**src/rtl/ciet_pkg.sv**
```systemverilog
// Purpose: shared constants for the interrupt entry sequencer
// Assumes: one core clock, cycle counts fixed by the pipeline
// Notes: state codes follow a Gray path idle-arb-nop-call-idle
package ciet_pkg;
  localparam int unsigned NUM_SRC = 8;           // interrupt sources
  localparam int unsigned IDX_W = 3;             // source index width
  localparam logic [2:0] ARB_CYCLES = 3'h1;      // arbitration cycle
  localparam logic [2:0] NOP_CYCLES = 3'h3;      // forced nop cycles
  localparam logic [2:0] CALL_SHORT = 3'h4;      // short vector call
  localparam logic [2:0] CALL_LONG = 3'h5;       // long vector call
  localparam logic [2:0] REARB_CALL = 3'h3;      // call cycles before rearb
  localparam logic [1:0] BCC_SHIELD = 2'h2;      // guarded instructions
  localparam logic [3:0] MAX_INSTR_CYCLES = 4'h8; // longest instruction
  localparam logic [2:0] CNT_RESET = 3'h0;       // counter reset value

  typedef enum logic [1:0] {
    CIET_IDLE = 2'b00, // normal execution
    CIET_ARB = 2'b01,  // accepted, arbitration cycle
    CIET_NOP = 2'b11,  // forced nop cycles
    CIET_CALL = 2'b10  // vector subroutine call
  } ciet_state_t;
endpackage

```
**src/rtl/ciet_arbiter.sv**
```systemverilog
// Purpose: arbitration stage feeding the core request stage
// Assumes: sources hold their request until acknowledged
// Notes: highest source index wins
module ciet_arbiter
  import ciet_pkg::*;
(
  input wire logic core_clk, // core clock
  input wire logic resetn, // async reset, active low
  input wire logic [NUM_SRC-1:0] irqPend, // pending requests
  input wire logic [NUM_SRC-1:0] irqEnable, // per-source enables
  input wire logic sampleEn, // arbitration allowed this cycle
  output logic reqValid, // request stage holds a winner
  output logic [IDX_W-1:0] reqIndex // winning source index
);
  // pick the highest enabled pending source
  function automatic logic [IDX_W-1:0] pickTop(
    input logic [NUM_SRC-1:0] vec);
    logic [IDX_W-1:0] idx;
    idx = '0;
    for (int i = 0; i < NUM_SRC; i++) begin
      if (vec[i]) begin
        idx = IDX_W'(i);
      end
    end
    return idx;
  endfunction

  logic [NUM_SRC-1:0] live; // enabled pending sources
  logic anyLive; // something to arbitrate
  logic reqValid_r; // request stage valid
  logic [IDX_W-1:0] reqIndex_r; // request stage index

  assign live = irqPend & irqEnable;
  assign anyLive = |live;
  assign reqValid = reqValid_r;
  assign reqIndex = reqIndex_r;

  // winner moves to the request stage one cycle after sampling
  always_ff @(posedge core_clk or negedge resetn) begin
    if (!resetn) begin
      reqValid_r <= 1'b0;
      reqIndex_r <= '0;
    end else begin
      reqValid_r <= sampleEn & anyLive;
      reqIndex_r <= pickTop(live);
    end
  end
endmodule

```
**src/rtl/ciet_entry.sv**
```systemverilog
// Purpose: sequences interrupt entry into the core pipeline
// Assumes: core flags instruction boundaries and wait states
// Notes: stack and fetch wait states stretch only the call phase
module ciet_entry
  import ciet_pkg::*;
(
  input wire logic core_clk, // core clock, 10 MHz
  input wire logic resetn, // async reset, active low
  input wire logic [NUM_SRC-1:0] irqPend, // source requests
  input wire logic [NUM_SRC-1:0] irqEnable, // source enables
  input wire logic instrBoundary, // current instruction completes
  input wire logic condBranchFalse, // short branch not taken
  input wire logic repActive, // repeat loop in progress
  input wire logic stopState, // core in stop state
  input wire logic waitState, // core in low-power wait
  input wire logic pushWait, // stack write wait state
  input wire logic fetchWait, // program fetch wait state
  input wire logic callLong, // vector call takes five cycles
  output logic irqAck, // pulse, acknowledges winning source
  output logic [IDX_W-1:0] vectorIndex, // source being serviced
  output logic forceNop, // forced nop into pipeline
  output logic vectorCall, // vector call executing
  output logic pushProgramCounter, // push program_counter
  output logic pushStatusRegister, // push status_register
  output logic handlerStart, // pulse, first handler instr next
  output logic arbEnable, // arbitration permitted
  output logic fetchEnable, // instruction fetch allowed
  output logic wakeFromWait // leave the wait state
);
  ciet_state_t state_r; // sequencer state
  ciet_state_t state_nxt; // next state
  logic [2:0] cnt_r; // cycle counter within a phase
  logic [2:0] cnt_nxt; // next counter value
  logic [2:0] callLen_r; // latched call length
  logic [1:0] shield_r; // instructions still guarded
  logic [1:0] shield_nxt; // next guard count
  logic [IDX_W-1:0] vecIdx_r; // serviced source
  logic reqValid; // request stage valid
  logic [IDX_W-1:0] reqIndex; // request stage index
  logic inIdle; // no entry in progress
  logic inArb; // arbitration cycle
  logic inNop; // forced nop phase
  logic inCall; // vector call phase
  logic stall; // wait state freezes the call
  logic boundaryOk; // a legal point to interrupt
  logic accept; // request taken this cycle
  logic nopDone; // last nop cycle
  logic callDone; // last call cycle completes
  logic rearbOk; // call far enough along

  // the arbiter is the only place requests are sampled
  ciet_arbiter u_arb (
    .core_clk(core_clk),
    .resetn(resetn),
    .irqPend(irqPend),
    .irqEnable(irqEnable),
    .sampleEn(arbEnable),
    .reqValid(reqValid),
    .reqIndex(reqIndex)
  );

  // state decodes
  assign inIdle = (state_r == CIET_IDLE);
  assign inArb = (state_r == CIET_ARB);
  assign inNop = (state_r == CIET_NOP);
  assign inCall = (state_r == CIET_CALL);

  // wait states on pushes or vector fetches hold the call
  assign stall = inCall & (pushWait | fetchWait);

  // the instruction in flight must finish first, however long
  // a boundary inside a repeat loop or in stop is not usable
  // the false branch's own boundary is the first shielded one
  assign boundaryOk = (instrBoundary | waitState)
                    & ~repActive
                    & ~stopState
                    & ~condBranchFalse
                    & (shield_r == 2'h0);

  // the request simply stays in the arbiter until accepted
  assign accept = inIdle & reqValid & boundaryOk;

  assign nopDone = inNop & (cnt_r == NOP_CYCLES - 3'h1);
  assign callDone = inCall & ~stall
                  & (cnt_r == callLen_r - 3'h1);
  // counting unstalled cycles only: stalls push re-enable back
  assign rearbOk = inCall & (cnt_r >= REARB_CALL);

  // arbitration runs in idle and again late in the call
  assign arbEnable = (inIdle | rearbOk) & ~stopState;

  assign irqAck = accept;
  assign vectorIndex = vecIdx_r;
  assign forceNop = inNop;
  assign vectorCall = inCall;
  // both pushes happen in the first two unstalled call cycles
  assign pushProgramCounter = inCall & (cnt_r == 3'h0);
  assign pushStatusRegister = inCall & (cnt_r == 3'h1);
  assign handlerStart = callDone;
  assign fetchEnable = ~repActive;
  assign wakeFromWait = waitState & reqValid & ~stopState;

  // next-state logic for the entry sequence
  always_comb begin
    state_nxt = state_r;
    cnt_nxt = cnt_r;
    unique case (state_r)
      CIET_IDLE: begin
        cnt_nxt = CNT_RESET;
        if (accept) begin
          state_nxt = CIET_ARB;
        end
      end
      CIET_ARB: begin
        // single arbitration cycle, nops follow
        state_nxt = CIET_NOP;
        cnt_nxt = CNT_RESET;
      end
      CIET_NOP: begin
        if (nopDone) begin
          state_nxt = CIET_CALL;
          cnt_nxt = CNT_RESET;
        end else begin
          cnt_nxt = cnt_r + 3'h1;
        end
      end
      CIET_CALL: begin
        if (callDone) begin
          state_nxt = CIET_IDLE;
          cnt_nxt = CNT_RESET;
        end else if (!stall) begin
          cnt_nxt = cnt_r + 3'h1;
        end
      end
    endcase
  end

  // guard count for instructions after a false short branch
  always_comb begin
    shield_nxt = shield_r;
    if (instrBoundary && condBranchFalse) begin
      // branch boundary refused directly, one more stays guarded
      shield_nxt = BCC_SHIELD - 2'h1;
    end else if (instrBoundary && shield_r != 2'h0) begin
      shield_nxt = shield_r - 2'h1;
    end
  end

  // sequencer registers
  always_ff @(posedge core_clk or negedge resetn) begin
    if (!resetn) begin
      state_r <= CIET_IDLE;
      cnt_r <= CNT_RESET;
    end else begin
      state_r <= state_nxt;
      cnt_r <= cnt_nxt;
    end
  end

  // call length and source latched at acceptance
  always_ff @(posedge core_clk or negedge resetn) begin
    if (!resetn) begin
      callLen_r <= CALL_SHORT;
      vecIdx_r <= '0;
    end else if (accept) begin
      callLen_r <= callLong ? CALL_LONG : CALL_SHORT;
      vecIdx_r <= reqIndex;
    end
  end

  // branch guard register
  always_ff @(posedge core_clk or negedge resetn) begin
    if (!resetn) begin
      shield_r <= 2'h0;
    end else begin
      shield_r <= shield_nxt;
    end
  end

  // helper: unstalled call cycles, only read by assertions
  logic [2:0] callRun_r; // cycles of call progress
  always_ff @(posedge core_clk or negedge resetn) begin
    if (!resetn) begin
      callRun_r <= 3'h0;
    end else if (!inCall) begin
      callRun_r <= 3'h0;
    end else if (!stall) begin
      callRun_r <= callRun_r + 3'h1;
    end
  end
endmodule

```
**config.mk**
```make
export PLATFORM = sky130hd
export DESIGN_NAME = ciet_entry
export DESIGN_NICKNAME = d
export VERILOG_FILES = /design/src/rtl/ciet_pkg.sv /design/src/rtl/ciet_arbiter.sv /design/src/rtl/ciet_entry.sv
export SDC_FILE = /design/constraint.sdc
export NUM_CORES = 1
export LEC_CHECK = 0
export BUFFER_PORTS_ARGS = -buffer_cell sky130_fd_sc_hd__buf_2
export CAP_MARGIN = 5
export CORE_AREA = 4 4 53 55
export CTS_CLUSTER_DIAMETER = 80
export DETAILED_ROUTE_END_ITERATION = 6
export DIE_AREA = 0 0 57 59
export GPL_ROUTABILITY_DRIVEN = 0
export GPL_TIMING_DRIVEN = 1
export PLACE_DENSITY = 0.69
export SLEW_MARGIN = 20
export SYNTH_ARGS = -nofsm -noshare
export SYNTH_HDL_FRONTEND = slang
export SYNTH_SLANG_ARGS = --single-unit
```
**constraint.sdc**
```tcl
create_clock -name core_clk -period 1.3 [get_ports core_clk]
set_input_delay 0.13 -clock core_clk [delete_from_list [all_inputs] [get_ports core_clk]]
set_output_delay 0.13 -clock core_clk [all_outputs]
set_load 0.05 [all_outputs]
```
# Word level (Yosys, flattened, before mapping)
# Index checks and enable logic that the tools add are counted.
# totals
ff_bits,17
latchBits,0
ram_bits,0
rom_bits,0
inputBits,26
out_inout_bits,12
wordCells,74
n_memories,0
# op_classes
addsub,3
n_mul,0
div_mod_pow,0
magnitude_cmp,1
eq_ne,10
n_shift,0
n_mux,18
n_bitwise,25
reduce_logical,10
# ops
operator,n
2-to-1 mux 3 bit,9
bitwise AND 1 bit,17
2-to-1 mux 2 bit,5
case mux 3 bit (3 select lines),1
bitwise AND 8 bit,1
case mux 2 bit (4 select lines),1
OR reduction 8 bit,1
"equality test 2 bit, second input constant",2
zero test 2 bit,2
"inequality test 2 bit, second input constant",2
NOT 1 bit,4
nonzero test 2 bit,2
"adder 3 x 1 -> 3 bit, second input constant",1
"equality test 3 x 1 -> 1 bit, second input constant",1
"equality test 3 x 2 -> 1 bit, second input constant",1
equality test 3 bit,1
">= comparator 3 x 2 -> 1 bit, second input constant",1
zero test 3 bit,1
"inequality test 3 bit, second input constant",1
OR 1 bit,3
AND reduction 3 bit,1
"subtractor 3 x 1 -> 3 bit, second input constant",1
"equality test 2 x 1 -> 1 bit, second input constant",1
logical AND 1 bit,2
other kinds (4),5

# Logic depth before layout (Yosys ltp)
# Gate-level depths: netlist (run 1).
# logic_depth
ltp_word,8
mapped_depth,5
depth_no_buf,5

# Hierarchy
# Synthesis (run 1) repeated with hierarchy kept, for this count alone.
# hier_totals
hier_cells,88
hier_area_um2,943.4
# by_module_without_submodules
module,instances,cells_per_inst,area_per_inst_um2,seq_area_each_um2
ciet_entry,1,69,735.7,275.3
ciet_arbiter,1,19,207.7,100.1

# Worst setup path before layout (run 1)
# OpenSTA, ideal clock, no wires.
# synth_path
kind,register -> output
startpoint,reg shield_r[0]
endpoint,out irqAck
t_arrival_ps,2403
required_time_ps,1170
path_slack_ps,-1233
path_stages_with_launch,6
n_path_buf,0
path_cell_list,dfrtp_1 > inv_1 > ha_1 > and4bb_2 > o21ai_0 > nor4_1
# synth_via
elab_chain_len,3
# synth_rtl
item,line,source
from (decl),ciet_entry.sv:35,logic [1:0] shield_r;
from (signal assigned),ciet_entry.sv:176,shield_r <= shield_nxt;
zero test 2 bit,ciet_entry.sv:78,& (shield_r == 2'h0);
bitwise AND 1 bit,ciet_entry.sv:78,
bitwise AND 1 bit,ciet_entry.sv:81,assign accept = inIdle & reqValid & boundaryOk;
to (decl),ciet_entry.sv:19,"output logic irqAck,"
# No other way between the ends.

# Worst setup path in the final report (run 1)
# layout_path
startpoint,reg cnt_r[1]
endpoint,out arbEnable
# layout_via
elab_chain_len,4
# layout_rtl
item,line,source
from (decl),ciet_entry.sv:32,logic [2:0] cnt_r;
from (signal assigned),ciet_entry.sv:156,cnt_r <= cnt_nxt;
>= comparator 3 x 2 -> 1 bit,ciet_entry.sv:87,assign rearbOk = inCall & (cnt_r >= REARB_CALL);
bitwise AND 1 bit,ciet_entry.sv:87,
OR 1 bit,ciet_entry.sv:90,assign arbEnable = (inIdle | rearbOk) & ~stopState;
bitwise AND 1 bit,ciet_entry.sv:90,
to (decl),ciet_entry.sv:26,"output logic arbEnable,"
# No other way between the ends.

==> run summary, run 1 <==
The run finished, with violations left. The final reports fail on negative setup slack. The post-route antenna net violation count is 0, and the arrival time at the worst endpoint is 1.60 ns. For this run, the top clock speed supported by timing is 0.5775 GHz. Power comes to 3.290 mW.

The Yosys step of the flow raised 0 warnings. The number of optimization iterations in the first detailed-route pass came out at 4. The number of rows created at floorplan is 18, and the total CTS buffers is 3. Pin count of the biggest net entering global routing: 16.

At the end of the flow, the number of nets in the layout was 195. The total number of clock tree sinks came out at 15. The horizontal die dimension works out to 57 um. Area share of the leading cell type in the synthesized netlist: 41.32%. The initial utilization of the core area, before any placement, comes to 38.05%.

Clock skew on the completed layout was measured at 0.008903 ns. After synthesis, the cell types taking the most area are dfrtp_1, ha_1, mux2_2. The average detailed-routed wire length per instance was 14.97 um. Max-cap violations in this run came to 0.

Setup violations remaining at the end of the flow were counted as 17. The run gives 2387 sq um as the area inside the core boundary. Setup total negative slack on the finished layout was measured at -4.255 ns. The detailed router placed 986 vias in this run. The type of element capturing the critical path was an output pin. CTS placed an instance of clkbuf_4 at the clock tree root. Yosys mapped a number of flops with a built-in enable equal to 0.

For this run the aggregate overflow at the end of global routing stands at 0. The number of different library cells used by synthesis comes to 33. The peak fanout along the critical path came out at 5. Most common flop cell mapped by yosys: dfrtp_1. The leakage component of the power is 0.8269 nW.

Using the TritonRoute via totals, the vias-per-cell ratio works out to 5.135. After filler insertion, the fill cell instance count of the layout stands at 167. The path class of the tightest hold or removal check is in2reg. The number of synthesized register bits was 15. After detailed routing, the total wire length is 2.875 mm. TritonCTS built the clock tree. The transition time at the pin with the least slew margin came out at 0.3825 ns. Of the cells placed in the final design, the portion with a size suffix greater than 1 is 67.28%. The vertical extent of the die is 59 um, and the clock period minus final worst setup slack is 1.732 ns. Data on the critical path is required at its endpoint by 1.17 ns.

The tools report the diode insertion count for antenna repair as 0. The clock-pin slew on the worst setup and hold paths was 0.09 ns; the power density over cell area was 1912 nW/um^2. The maximum level of the CTS H-tree was 1. The worst setup path is launched from a register. For the number of buffers on the longest clock path, the log shows 2. The number of primary I/O pins was 38; the post-synth net total was 119. The headroom to the max-slew limit was 74.41%; the sequential area share after synthesis was 41.32%. Counting instances in the post-synthesis netlist gives the leading cell types as dfrtp_1, inv_1, ha_1, nand2_1.

Relative to the synthesized area, the layout overhead comes to 89.39%. In the routed design, unresolved DRC markers number 0. The worst setup path is of the reg2out kind. In the global route stage, overall resource usage came out at 17.37%. The top cell type by total area after synthesis is dfrtp_1. For the number of instances in the synthesized netlist, the log shows 87.

Setup repair after global routing could not meet its margin everywhere. Via count of the first global-routing pass: 1,032. After synthesis the cells add up to 908.4 sq um. The final critical path takes up 133.2% of the cycle. The logs give -0.4317 ns for the minimum setup slack in the final design and 0 for the number of antenna violations at the first check in global routing. The die area is 3363 sq um.

Detailed placement ended at an HPWL of 1.934 mm. Number of buffers inserted by port buffering: 37. Of all flip-flops after synthesis, the portion carrying an async set or reset was 100.0%.

The DRC marker count from the first detailed-route iteration was 24; the peak supply drop was 1.651 mV. The later-pin clock latency in the skew report was 0.27 ns. The first-pass GRT wire length came out at 4.519 mm. By instance count, the leading cell after synthesis is dfrtp_1.

The run gives 0 as the count of final hold-check violations. The max-slew violation count is 0. Average size of a mapped cell: 10.44 sq um.
-- cell usage in the layout, fill, tap and decap left out, types with 3 or more instances in the layout --
cell,Yosys,layout
nor2_1,4,3
inv_1,9,3
buf_2,0,30
clkbuf_4,0,3
buf_4,0,19
a22oi_1,5,5
ha_4,0,6
inv_2,0,4
mux2_4,0,4
buf_8,0,4
and4bb_2,2,3
buf_6,1,18
dfrtp_1,15,12
nand2_1,6,5
dfrtp_2,0,3
-- power breakdown --
| part | internal [mW] | total, mW | switching (mW) |
|---|---|---|---|
| logic | 1.20 | 2.31 | 1.12 |
| clock network | 0.119 | 0.254 | 0.136 |
| registers | 0.599 | 0.725 | 0.126 |
-- flip-flops by register name, summed over array words and instances, names as in the netlist --
signal / flops
callLen_r: 1
u_arb.reqValid: 1
vectorIndex: 3
cnt_r: 3
shield_r: 2
state_r: 2
u_arb.reqIndex: 3
-- critical path: stages (launching register included) --
cell and delay, ns:
dfrtp_2 0.46, ha_4 0.18, ha_4 0.16, a2111oi_4 0.30, nor3_4 0.06, buf_6 0.16
-- kinds of logic after synthesis --
group                      count (synthesis)  share of synthesized area [%]
AOI/OAI and AO/OA                         24                          20.52
adders and majority gates                  6                          8.264
buffers and inverters                     10                          4.958
DFF                                       15                          41.32
muxes                                      4                          4.958
and+or+nand+nor                           28                          19.97
-- layout make-up --
type | count | area, sq um | share of cell area, %
Multi-Input combinational cell | 62 | 671.9 | 39.05
Timing Repair Buffer | 72 | 565.5 | 32.87
Sequential cell | 15 | 379.1 | 22.04
Inverter | 9 | 40.04 | 2.327
Tap cell | 30 | 37.54 | 2.182
Clock buffer | 4 | 26.28 | 1.527
-- stage by stage --
step	setup WS, ns	instance area [sq um]	hold WS, ns	cells	util (%)
3_5_place_dp	-0.2552	1378	0.05108	174	57.70
4_1_cts	-0.4687	1604	0.08584	186	67.19
2_1_floorplan	-0.3787	1008	-0.1656	87	-
5_1_grt	-0.5138	1720	0.08797	192	72.07
3_3_place_gp	-0.2175	1378	0.04521	174	57.70
6_report	-0.4317	1720	0.1054	192	72.07
-- metal layers --
layer / up-vias / routed length [um] / track usage, %
met1: 459 / 1166 / 19.78
met2: 39 / 1494 / 33.44
met3: 6 / 149 / 2.397
met4: 0 / 64 / 5.298
met5: - / 0 / 0
li1: 482 / - / -
-- final timing paths --
path                                   startpoint           endpoint  slack [ns]  cells after the start
worst max-delay path                     cnt_r[1]          arbEnable       -0.43                      5
max in group asynchronous                  resetn         state_r[0]        0.73                      2
min in group asynchronous                  resetn  u_arb.reqIndex[0]        0.29                      2
worst min-delay path                     callLong       callLen_r[0]        0.11                      2
worst max register to register        shield_r[0]     vectorIndex[1]       -0.34                      7
worst min register to register  u_arb.reqIndex[1]     vectorIndex[1]        0.49                      1
-- what timing repair did --
action                                  in CTS  in global routing
endpoints found under the setup margin      16                 18
setup buffers                                7                 10
pin swaps                                    9                  6
resized for setup                           42                 18
hold endpoints to repair                    15                  0
hold buffers                                 1                  0
Power figures use the tool's default switching activity.
==> run 2: changes to the inputs <==
--- a/config.mk
+++ b/config.mk
@@ -5,8 +5,9 @@
 export SDC_FILE = /design/constraint.sdc
 export NUM_CORES = 1
 export LEC_CHECK = 0
+export ABC_AREA = 1
 export BUFFER_PORTS_ARGS = -buffer_cell sky130_fd_sc_hd__buf_2
-export CAP_MARGIN = 5
+export CAP_MARGIN = 20
 export CORE_AREA = 4 4 53 55
 export CTS_CLUSTER_DIAMETER = 80
 export DETAILED_ROUTE_END_ITERATION = 6
@@ -14,7 +15,7 @@
 export GPL_ROUTABILITY_DRIVEN = 0
 export GPL_TIMING_DRIVEN = 1
 export PLACE_DENSITY = 0.69
-export SLEW_MARGIN = 20
+export SLEW_MARGIN = 40
 export SYNTH_ARGS = -nofsm -noshare
 export SYNTH_HDL_FRONTEND = slang
 export SYNTH_SLANG_ARGS = --single-unit
==> run 2 against run 1 <==
The flow still finishes with violations (negative setup slack). Sequential share of layout area rose by 1.5 points. Clock power rose by 3%. Die area did not move. Maximum frequency rose by 6.6%. Sequential power fell by 1%. Total power rose by 1.1%. Cell area fell by 6.8%. Cell count rose by 13%. Flip-flop and latch count did not move.
==> run summary, run 2 <==
The run finished, with violations left. The final reports fail on negative setup slack. The tools report the number of antenna violations at the first check in global routing as 0 (unchanged).

The logs give 1.49 ns (-0.11 ns) for the arrival time at the worst endpoint and 1 (unchanged) for the maximum level of the CTS H-tree. The count of final hold-check violations came out at 0 (unchanged). The number of optimization iterations in the first detailed-route pass was 4 (unchanged). The run gives 67.14% (-4.9 points) as the final design utilization. TritonCTS built the clock tree. The number of warnings printed during yosys synthesis came out at 0 (unchanged).

The vertical extent of the die was 59 um (unchanged); the peak fanout along the critical path was 2 (-3). The total standard cell area after synthesis is 908.4 sq um (unchanged). In the layout the commonest cells are nand2_1, buf_2, dfrtp_1, inv_1, buf_6.

Clock-pin slew on the worst setup and hold paths: 0.09 ns (about the same). The async set-reset flop share out of synthesis came out at 100.0% (unchanged). The number of enable-type register cells in the synthesized netlist is 0 (unchanged), and the worst clock skew on the final layout is 0.006391 ns (-0.002512 ns).

The area growth from synthesis to layout is 76.45%. The power density over cell area is 2076 nW/um^2 (+8.5%). The tools report the max-capacitance violation count as 0 (unchanged). The post-route antenna net violation count was 0 (unchanged).

Largest stage delay on the critical path: 0.40 ns (-0.06 ns). The run gives 0.6156 GHz (+6.6%) as the highest attainable clock frequency. Startpoint class of the critical path: a register.

The post-route fraction of the period consumed by the critical path was 125.0% (-8.2 points). Traced cell by cell, the critical path runs through ha_2 > ha_4 > nor2_1 > nand3_1 > nand3_2 > inv_2 > buf_8. The tools report the total via count in the routed design as 999 (+1.3%). Post-synth net total: 156 (+31%).

The number of buffers on the longest clock path was 2 (unchanged); the combined buffer and inverter count along the critical path was 2 (+1). Average size of a mapped cell: 7.326 sq um (-30%). The sequential area share after synthesis was 41.32% (unchanged). The fraction of final layout cells sized beyond drive strength 1 is 56.99% (-10 points). Yosys attributes the largest share of cell area to dfrtp_1, nand2_1, ha_1. The kind of cell adding the most delay to the critical path is flip-flops. The clock root buffer master is clkbuf_4. Later-pin clock latency in the skew report: 0.28 ns (about the same). On the critical path, the stage with the largest delay is an instance of dfrtp_1. For the max-slew violation count, the log shows 0 (unchanged). Total number of clock tree sinks: 15 (unchanged). Number of vias per cell after detailed routing: 4.625 (-9.9%). The number of synthesized register bits was 15 (unchanged); the final wirelength was 2.633 mm (-8.4%).

The number of buffers inserted by port buffering is 37 (unchanged), and the horizontal die dimension is 57 um (unchanged). The tools report the distinct cell type count after synthesis as 20 (-39%). The tools report the peak supply drop as 1.153 mV (-30%). The clock period minus final worst setup slack is 1.625 ns (-0.1072 ns), and the DRC marker count from the first detailed-route iteration is 8 (-67%). The run gives 3.327 mW (+1.1%) as the overall power. The final-stage net count was 219 (+12%). Summed over all instances, the cell type with the most area after synthesis is dfrtp_1. Leakage component of the power: 0.8678 nW (+4.9%). The path class of the tightest hold or removal check is in2reg. The required time of the critical path came out at 1.17 ns (about the same). The critical path class is reg2out. STA classifies the critical path endpoint as an output pin. The average detailed-routed wire length per instance is 12.19 um (-19%).

By count the netlist is led by nand2_1, inv_1, dfrtp_1, nor2_1, nand3_1. For the pin count of the biggest net entering global routing, the log shows 16 (unchanged). The commonest non-fill, non-tap cell in the layout is nand2_1.

The area inside the core boundary was 2387 sq um (unchanged). The via count of the first global-routing pass is 976 (-5.4%), and the number of rows created at floorplan is 18 (unchanged). The transition time at the pin with the least slew margin was 0.3220 ns (-0.06048 ns); the initial core utilization was 38.05% (unchanged). The most used flip-flop cell after synthesis is dfrtp_1. The headroom to the max-slew limit came out at 78.53% (+4.1 points). The run gives 0 (unchanged) as the diode insertion count for antenna repair.

The run gives 38 (unchanged) as the number of primary I/O pins. The number of instances in the synthesized netlist came out at 124 (+43%). The post-detailed-route DRC marker count was 0 (unchanged).

Setup repair after global routing could not meet its margin everywhere. The total routing resource utilization after global routing was 14.11% (-3.3 points). In the post-synthesis netlist, the cell with the most instances is nand2_1. The half-perimeter wire length of the detailed placement result is 1.722 mm (-11%), and the minimum setup slack in the final design is -0.3245 ns (+0.1072 ns).

The logs give 3363 sq um (unchanged) for the die area and 15 (-2) for the final setup violation count. For the filler cell count in the final layout, the log shows 189 (+13%). The area share of the leading cell type in the synthesized netlist works out to 41.32% (unchanged). The first-pass GRT wire length came out at 3.774 mm (-16%).

The global-route congestion overflow total came out at 0 (unchanged). The total CTS buffers is 3 (unchanged).
[run 2: changes by cell type after synthesis, sizes merged, moves of 4 or more]
cell and change:
inv +13, nand2 +41, mux2 -4, a22oi -5, nand3 +6, nor2 +8
[run 2: what timing repair did]
action,in CTS,in global routing
hold buffers,1,0
buffers inserted,9,8
hold endpoints to repair,15,0
gates resized for setup,35,39
endpoints found under the setup margin,12,15
pin swaps,6,13
[run 2: final timing paths]
check                                   from                 to  slack [ns]  cells after the start
min in group asynchronous             resetn         state_r[1]        0.28                      2
hold reg to reg            u_arb.reqIndex[1]     vectorIndex[1]        0.46                      2
max in group asynchronous             resetn         state_r[1]        0.76                      2
hold / removal                  irqEnable[7]  u_arb.reqIndex[0]        0.08                      3
setup reg to reg                    cnt_r[0]     u_arb.reqValid       -0.13                      9
setup / recovery                    cnt_r[0]          arbEnable       -0.32                      7
[run 2: final cells by class]
type                    instances  area (sq um)  share of cell area, %
repair buffers                 58         446.7                  27.87
inverters                      24         111.4                  6.948
flip-flops and latches         15         376.6                  23.50
multi-input cells              85         604.3                  37.70
clock buffers                   4         26.28                  1.639
well taps                      30         37.54                  2.342
[run 2: metrics by stage]
stage	setup TNS (ns)	instance area [sq um]	instances	hold slack, ns	setup WS, ns
final	-2.148	1603	216	0.07571	-0.3245
after global routing	-3.246	1603	216	0.09439	-0.3929
after CTS	-1.546	1389	210	0.07082	-0.3092
after detailed placement	-0.7588	1209	200	0.04019	-0.1595
after global placement	-0.2129	1209	200	0.04535	-0.08091
after floorplan	-0.04018	918.4	124	-0.1656	-0.04018
[run 2: metal layers]
| layer | track usage [%] | up-vias | wire length, um |
|---|---|---|---|
| li1 | - | 500 | - |
| met1 | 13.52 | 452 | 970 |
| met2 | 27.24 | 41 | 1406 |
| met3 | 5.011 | 6 | 196 |
| met4 | 5.629 | 0 | 61 |
| met5 | 0 | - | 0 |
[run 2: logic make-up (layout without fill, tap and decap cells)]
family / count (synthesis) / count (layout) / share of synthesized area (%)
DFF: 15 / 15 / 41.32
and+or+nand+nor: 69 / 69 / 34.02
AOI/OAI and AO/OA: 10 / 10 / 6.336
adders and majority gates: 6 / 6 / 8.264
buffers and inverters: 24 / 86 / 10.05
[run 2: report_power, final]
group          internal, mW  switching [mW]  leakage [nW]
logic                  1.02            1.33         0.667
clock network         0.119           0.142        0.0150
registers             0.616           0.103         0.185
total                  1.75            1.57         0.868
[run 2: tightest hold or removal path: stages]
cell and delay [ns]:
buf_2 0.08, nand2_1 0.05, nand2_1 0.06
==> run 3: changes to the inputs <==
--- a/config.mk
+++ b/config.mk
@@ -9,12 +9,13 @@
 export BUFFER_PORTS_ARGS = -buffer_cell sky130_fd_sc_hd__buf_2
 export CAP_MARGIN = 20
 export CORE_AREA = 4 4 53 55
+export CTS_BUF_LIST = sky130_fd_sc_hd__clkbuf_2 sky130_fd_sc_hd__clkbuf_4 sky130_fd_sc_hd__clkbuf_8
 export CTS_CLUSTER_DIAMETER = 80
 export DETAILED_ROUTE_END_ITERATION = 6
 export DIE_AREA = 0 0 57 59
 export GPL_ROUTABILITY_DRIVEN = 0
 export GPL_TIMING_DRIVEN = 1
-export PLACE_DENSITY = 0.69
+export PLACE_DENSITY = 0.67
 export SLEW_MARGIN = 40
 export SYNTH_ARGS = -nofsm -noshare
 export SYNTH_HDL_FRONTEND = slang
==> constraint.sdc (replaced) <==
create_clock -name core_clk -period 1.67 [get_ports core_clk]
set_input_delay 0.167 -clock core_clk [delete_from_list [all_inputs] [get_ports core_clk]]
set_output_delay 0.167 -clock core_clk [all_outputs]
set_load 0.05 [all_outputs]
==> run 3 against run 2 <==
The flow now finishes without violations. Critical path depth is 1 higher. Die area unchanged. Global-route usage decreased by 2.5 points. Total power fell by 44%. Sequential share of layout area up 5.6 points. Cell area is 20% lower. Largest cell class unchanged.
==> run summary, run 3 (synthesized netlist as in run 2, its figures left out) <==
For the minimum setup slack in the final design, the log shows 0.01835 ns (+0.3429 ns). Final design utilization: 54.04% (-13 points). The flow ran to the end, and the final reports show no timing, DRC or antenna violations.

Total routing resource utilization after global routing: 11.58% (-2.5 points). The cell family contributing the most delay on the critical path is flip-flops. The max-slew violation count is 0 (unchanged), and the non-filler instance count after layout is 203 (-6.0%). The logs give 1131 sq um (-6.4%) for the placed cell area and 11 (+3) for the DRC marker count from the first detailed-route iteration.

The diode insertion count for antenna repair was 0 (unchanged). For the number of buffers on the longest clock path, the log shows 2 (unchanged). The power density over cell area works out to 1456 nW/um^2 (-30%).

The number of buffers inserted by port buffering is 37 (unchanged), and the total number of clock tree sinks is 15 (unchanged). Counting I/O delays and the setup requirement, the final critical path takes 1.652 ns. The average detailed-routed wire length per instance works out to 9.764 um (-20%). The reg-to-reg startpoint is shield_r[0]. The post-detailed-route DRC marker count came out at 0 (unchanged).

The via count of the first global-routing pass was 826 (-15%); the transition time at the pin with the least slew margin was 0.3215 ns (-0.0004867 ns). The number of antenna violations at the first check in global routing came out at 0 (unchanged). The peak fanout along the critical path was 6 (+4); the die area was 3363 sq um (unchanged).

For the headroom to the max-slew limit, the log shows 78.57% (about the same). For the leakage component of the power, the log shows 0.7649 nW (-12%). The global-route congestion overflow total is 0 (unchanged), and the first-pass GRT wire length is 3.160 mm (-16%).

The startpoint of the tightest hold check path is irqEnable[7]. The run gives 0.8310 mV (-28%) as the peak supply drop. For the number of optimization iterations in the first detailed-route pass, the log shows 4 (unchanged). In this run the worst setup path begins at shield_r[0]. The run gives 18 (unchanged) as the number of rows created at floorplan. After layout, the worst path uses 98.90% of the clock period. The library cell used most frequently in the layout, excluding fill and tap cells, is nand2_1. The tools report the startpoint class of the critical path as a register. For the final setup violation count, the log shows 0 (-15). For the total via count in the routed design, the log shows 909 (-9.0%). Setup repair after global routing could not meet its margin everywhere. TritonCTS built the clock tree. The run gives 0 (unchanged) as the count of final hold-check violations. The largest stage delay on the critical path was 0.38 ns (-0.02 ns). The worst clock skew on the final layout was 0.005315 ns (-0.001076 ns); the highest attainable clock frequency was 0.6055 GHz. For the later-pin clock latency in the skew report, the log shows 0.27 ns (about the same). The critical path class is reg2out. The tools report the half-perimeter wire length of the detailed placement result as 1.531 mm (-11%).

Area inside the core boundary: 2387 sq um (unchanged). The final-stage net count was 206 (-5.9%). The largest individual stage delay along the critical path comes from the cell dfrtp_1.

The signal on the critical path passes through inv_2 > ha_1 > inv_1 > nor2_2 > nor3b_2 > nand2_2 > clkinv_4 > buf_8. The combined buffer and inverter count along the critical path is 4 (+2). The logs give 38 (unchanged) for the number of primary I/O pins and 239 (+26%) for the filler cell count in the final layout. The fraction of final layout cells sized beyond drive strength 1 came out at 42.77% (-14 points). The final wirelength came out at 1.982 mm (-25%). The design area was 1290 sq um (-20%); the total CTS buffers was 3 (unchanged).

The pin count of the biggest net entering global routing is 16 (unchanged), and the vertical extent of the die is 59 um (unchanged). Post-route antenna net violation count: 0 (unchanged). The top cell types in the final layout, fill and taps aside, are nand2_1, buf_2, dfrtp_1, inv_1. The instance count after placement with tap cells included was 191 (-4.5%).

The logs give 0.1156 ns (+0.2751 ns) for the setup slack at placement and 0 (unchanged) for the max-capacitance violation count. The clock-pin slew on the worst setup and hold paths was 0.09 ns (about the same). The clock root buffer master is clkbuf_4. The horizontal die dimension came out at 57 um (unchanged).

The run gives 1.50 ns (+0.33 ns) as the required time of the critical path. Compared with the post-synthesis result, the final layout area differs by 42.01%. The tools report the type of element capturing the critical path as an output pin. The arrival time at the worst endpoint was 1.48 ns (about the same).

The run gives 1 (unchanged) as the maximum level of the CTS H-tree. The path type of the worst min-delay path was in2reg. The number of vias per cell after detailed routing was 4.478 (-3.2%); the worst setup slack for register-to-register paths was 0.31 ns (+0.44 ns). The initial core utilization is 38.05% (unchanged).
## run 3: cell count changes in the layout (fill, tap and decap cells not counted), sizes merged
cell | before | now
buf | 56 | 43
## run 3: worst register-to-register path, delay by kind of cell (launching register included)
| kind | cells | cell delay, ns |
|---|---|---|
| flip-flops | 1 | 0.38 |
| buffers and inverters | 3 | 0.26 |
| AND/OR/NAND/NOR | 5 | 0.47 |
| adder cells (fa/ha/maj) | 1 | 0.13 |
## run 3: timing repair
action	in CTS	in global routing
pin swaps	0	2
hold buffers	1	0
gates resized for setup	8	16
endpoints found under the hold margin	15	0
setup buffers	3	4
setup endpoints to repair	2	5
## run 3: worst paths after layout
kind                            depth (start not counted)                 to
worst max-delay path                                    8             irqAck
worst min-delay path                                    3  u_arb.reqIndex[0]
worst max register to register                          9     vectorIndex[1]
worst min register to register                          2     vectorIndex[1]
max in group asynchronous                               2       callLen_r[0]
min in group asynchronous                               2         state_r[1]
## run 3: layer usage
layer	routed length, um	part of all wire [%]	global-route usage, %	vias up
met5	0	0	0	-
met1	817	41	14.11	407
met4	4	0.20	2.980	0
met3	149	7.5	2.397	2
li1	-	-	-	473
met2	1010	51	20.88	27
## run 3: final cells by class
type	instances	area (sq um)	area share, %
well taps	30	37.54	2.910
repair buffers	45	282.8	21.92
flip-flops and latches	15	375.4	29.10
multi-input cells	85	469.2	36.37
clock buffers	4	30.03	2.328
inverters	24	95.09	7.371
## run 3: power breakdown
group          leakage [nW]  internal [mW]  switching, mW
logic                 0.560          0.391          0.724
clock network        0.0184          0.109          0.103
registers             0.186          0.477         0.0751
total                 0.765          0.976          0.902
## run 3: stage by stage
| step | power [mW] | hold WS, ns | TNS [ns] |
|---|---|---|---|
| 6_report | 1.879 | 0.1191 | 0 |
| 4_1_cts | 1.763 | 0.1132 | -0.01557 |
| 2_1_floorplan | 1.271 | -0.1286 | 0 |
| 3_5_place_dp | 1.491 | 0.08061 | 0 |
| 5_1_grt | 2.029 | 0.1240 | -0.1282 |
| 3_3_place_gp | 1.473 | 0.08618 | 0 |
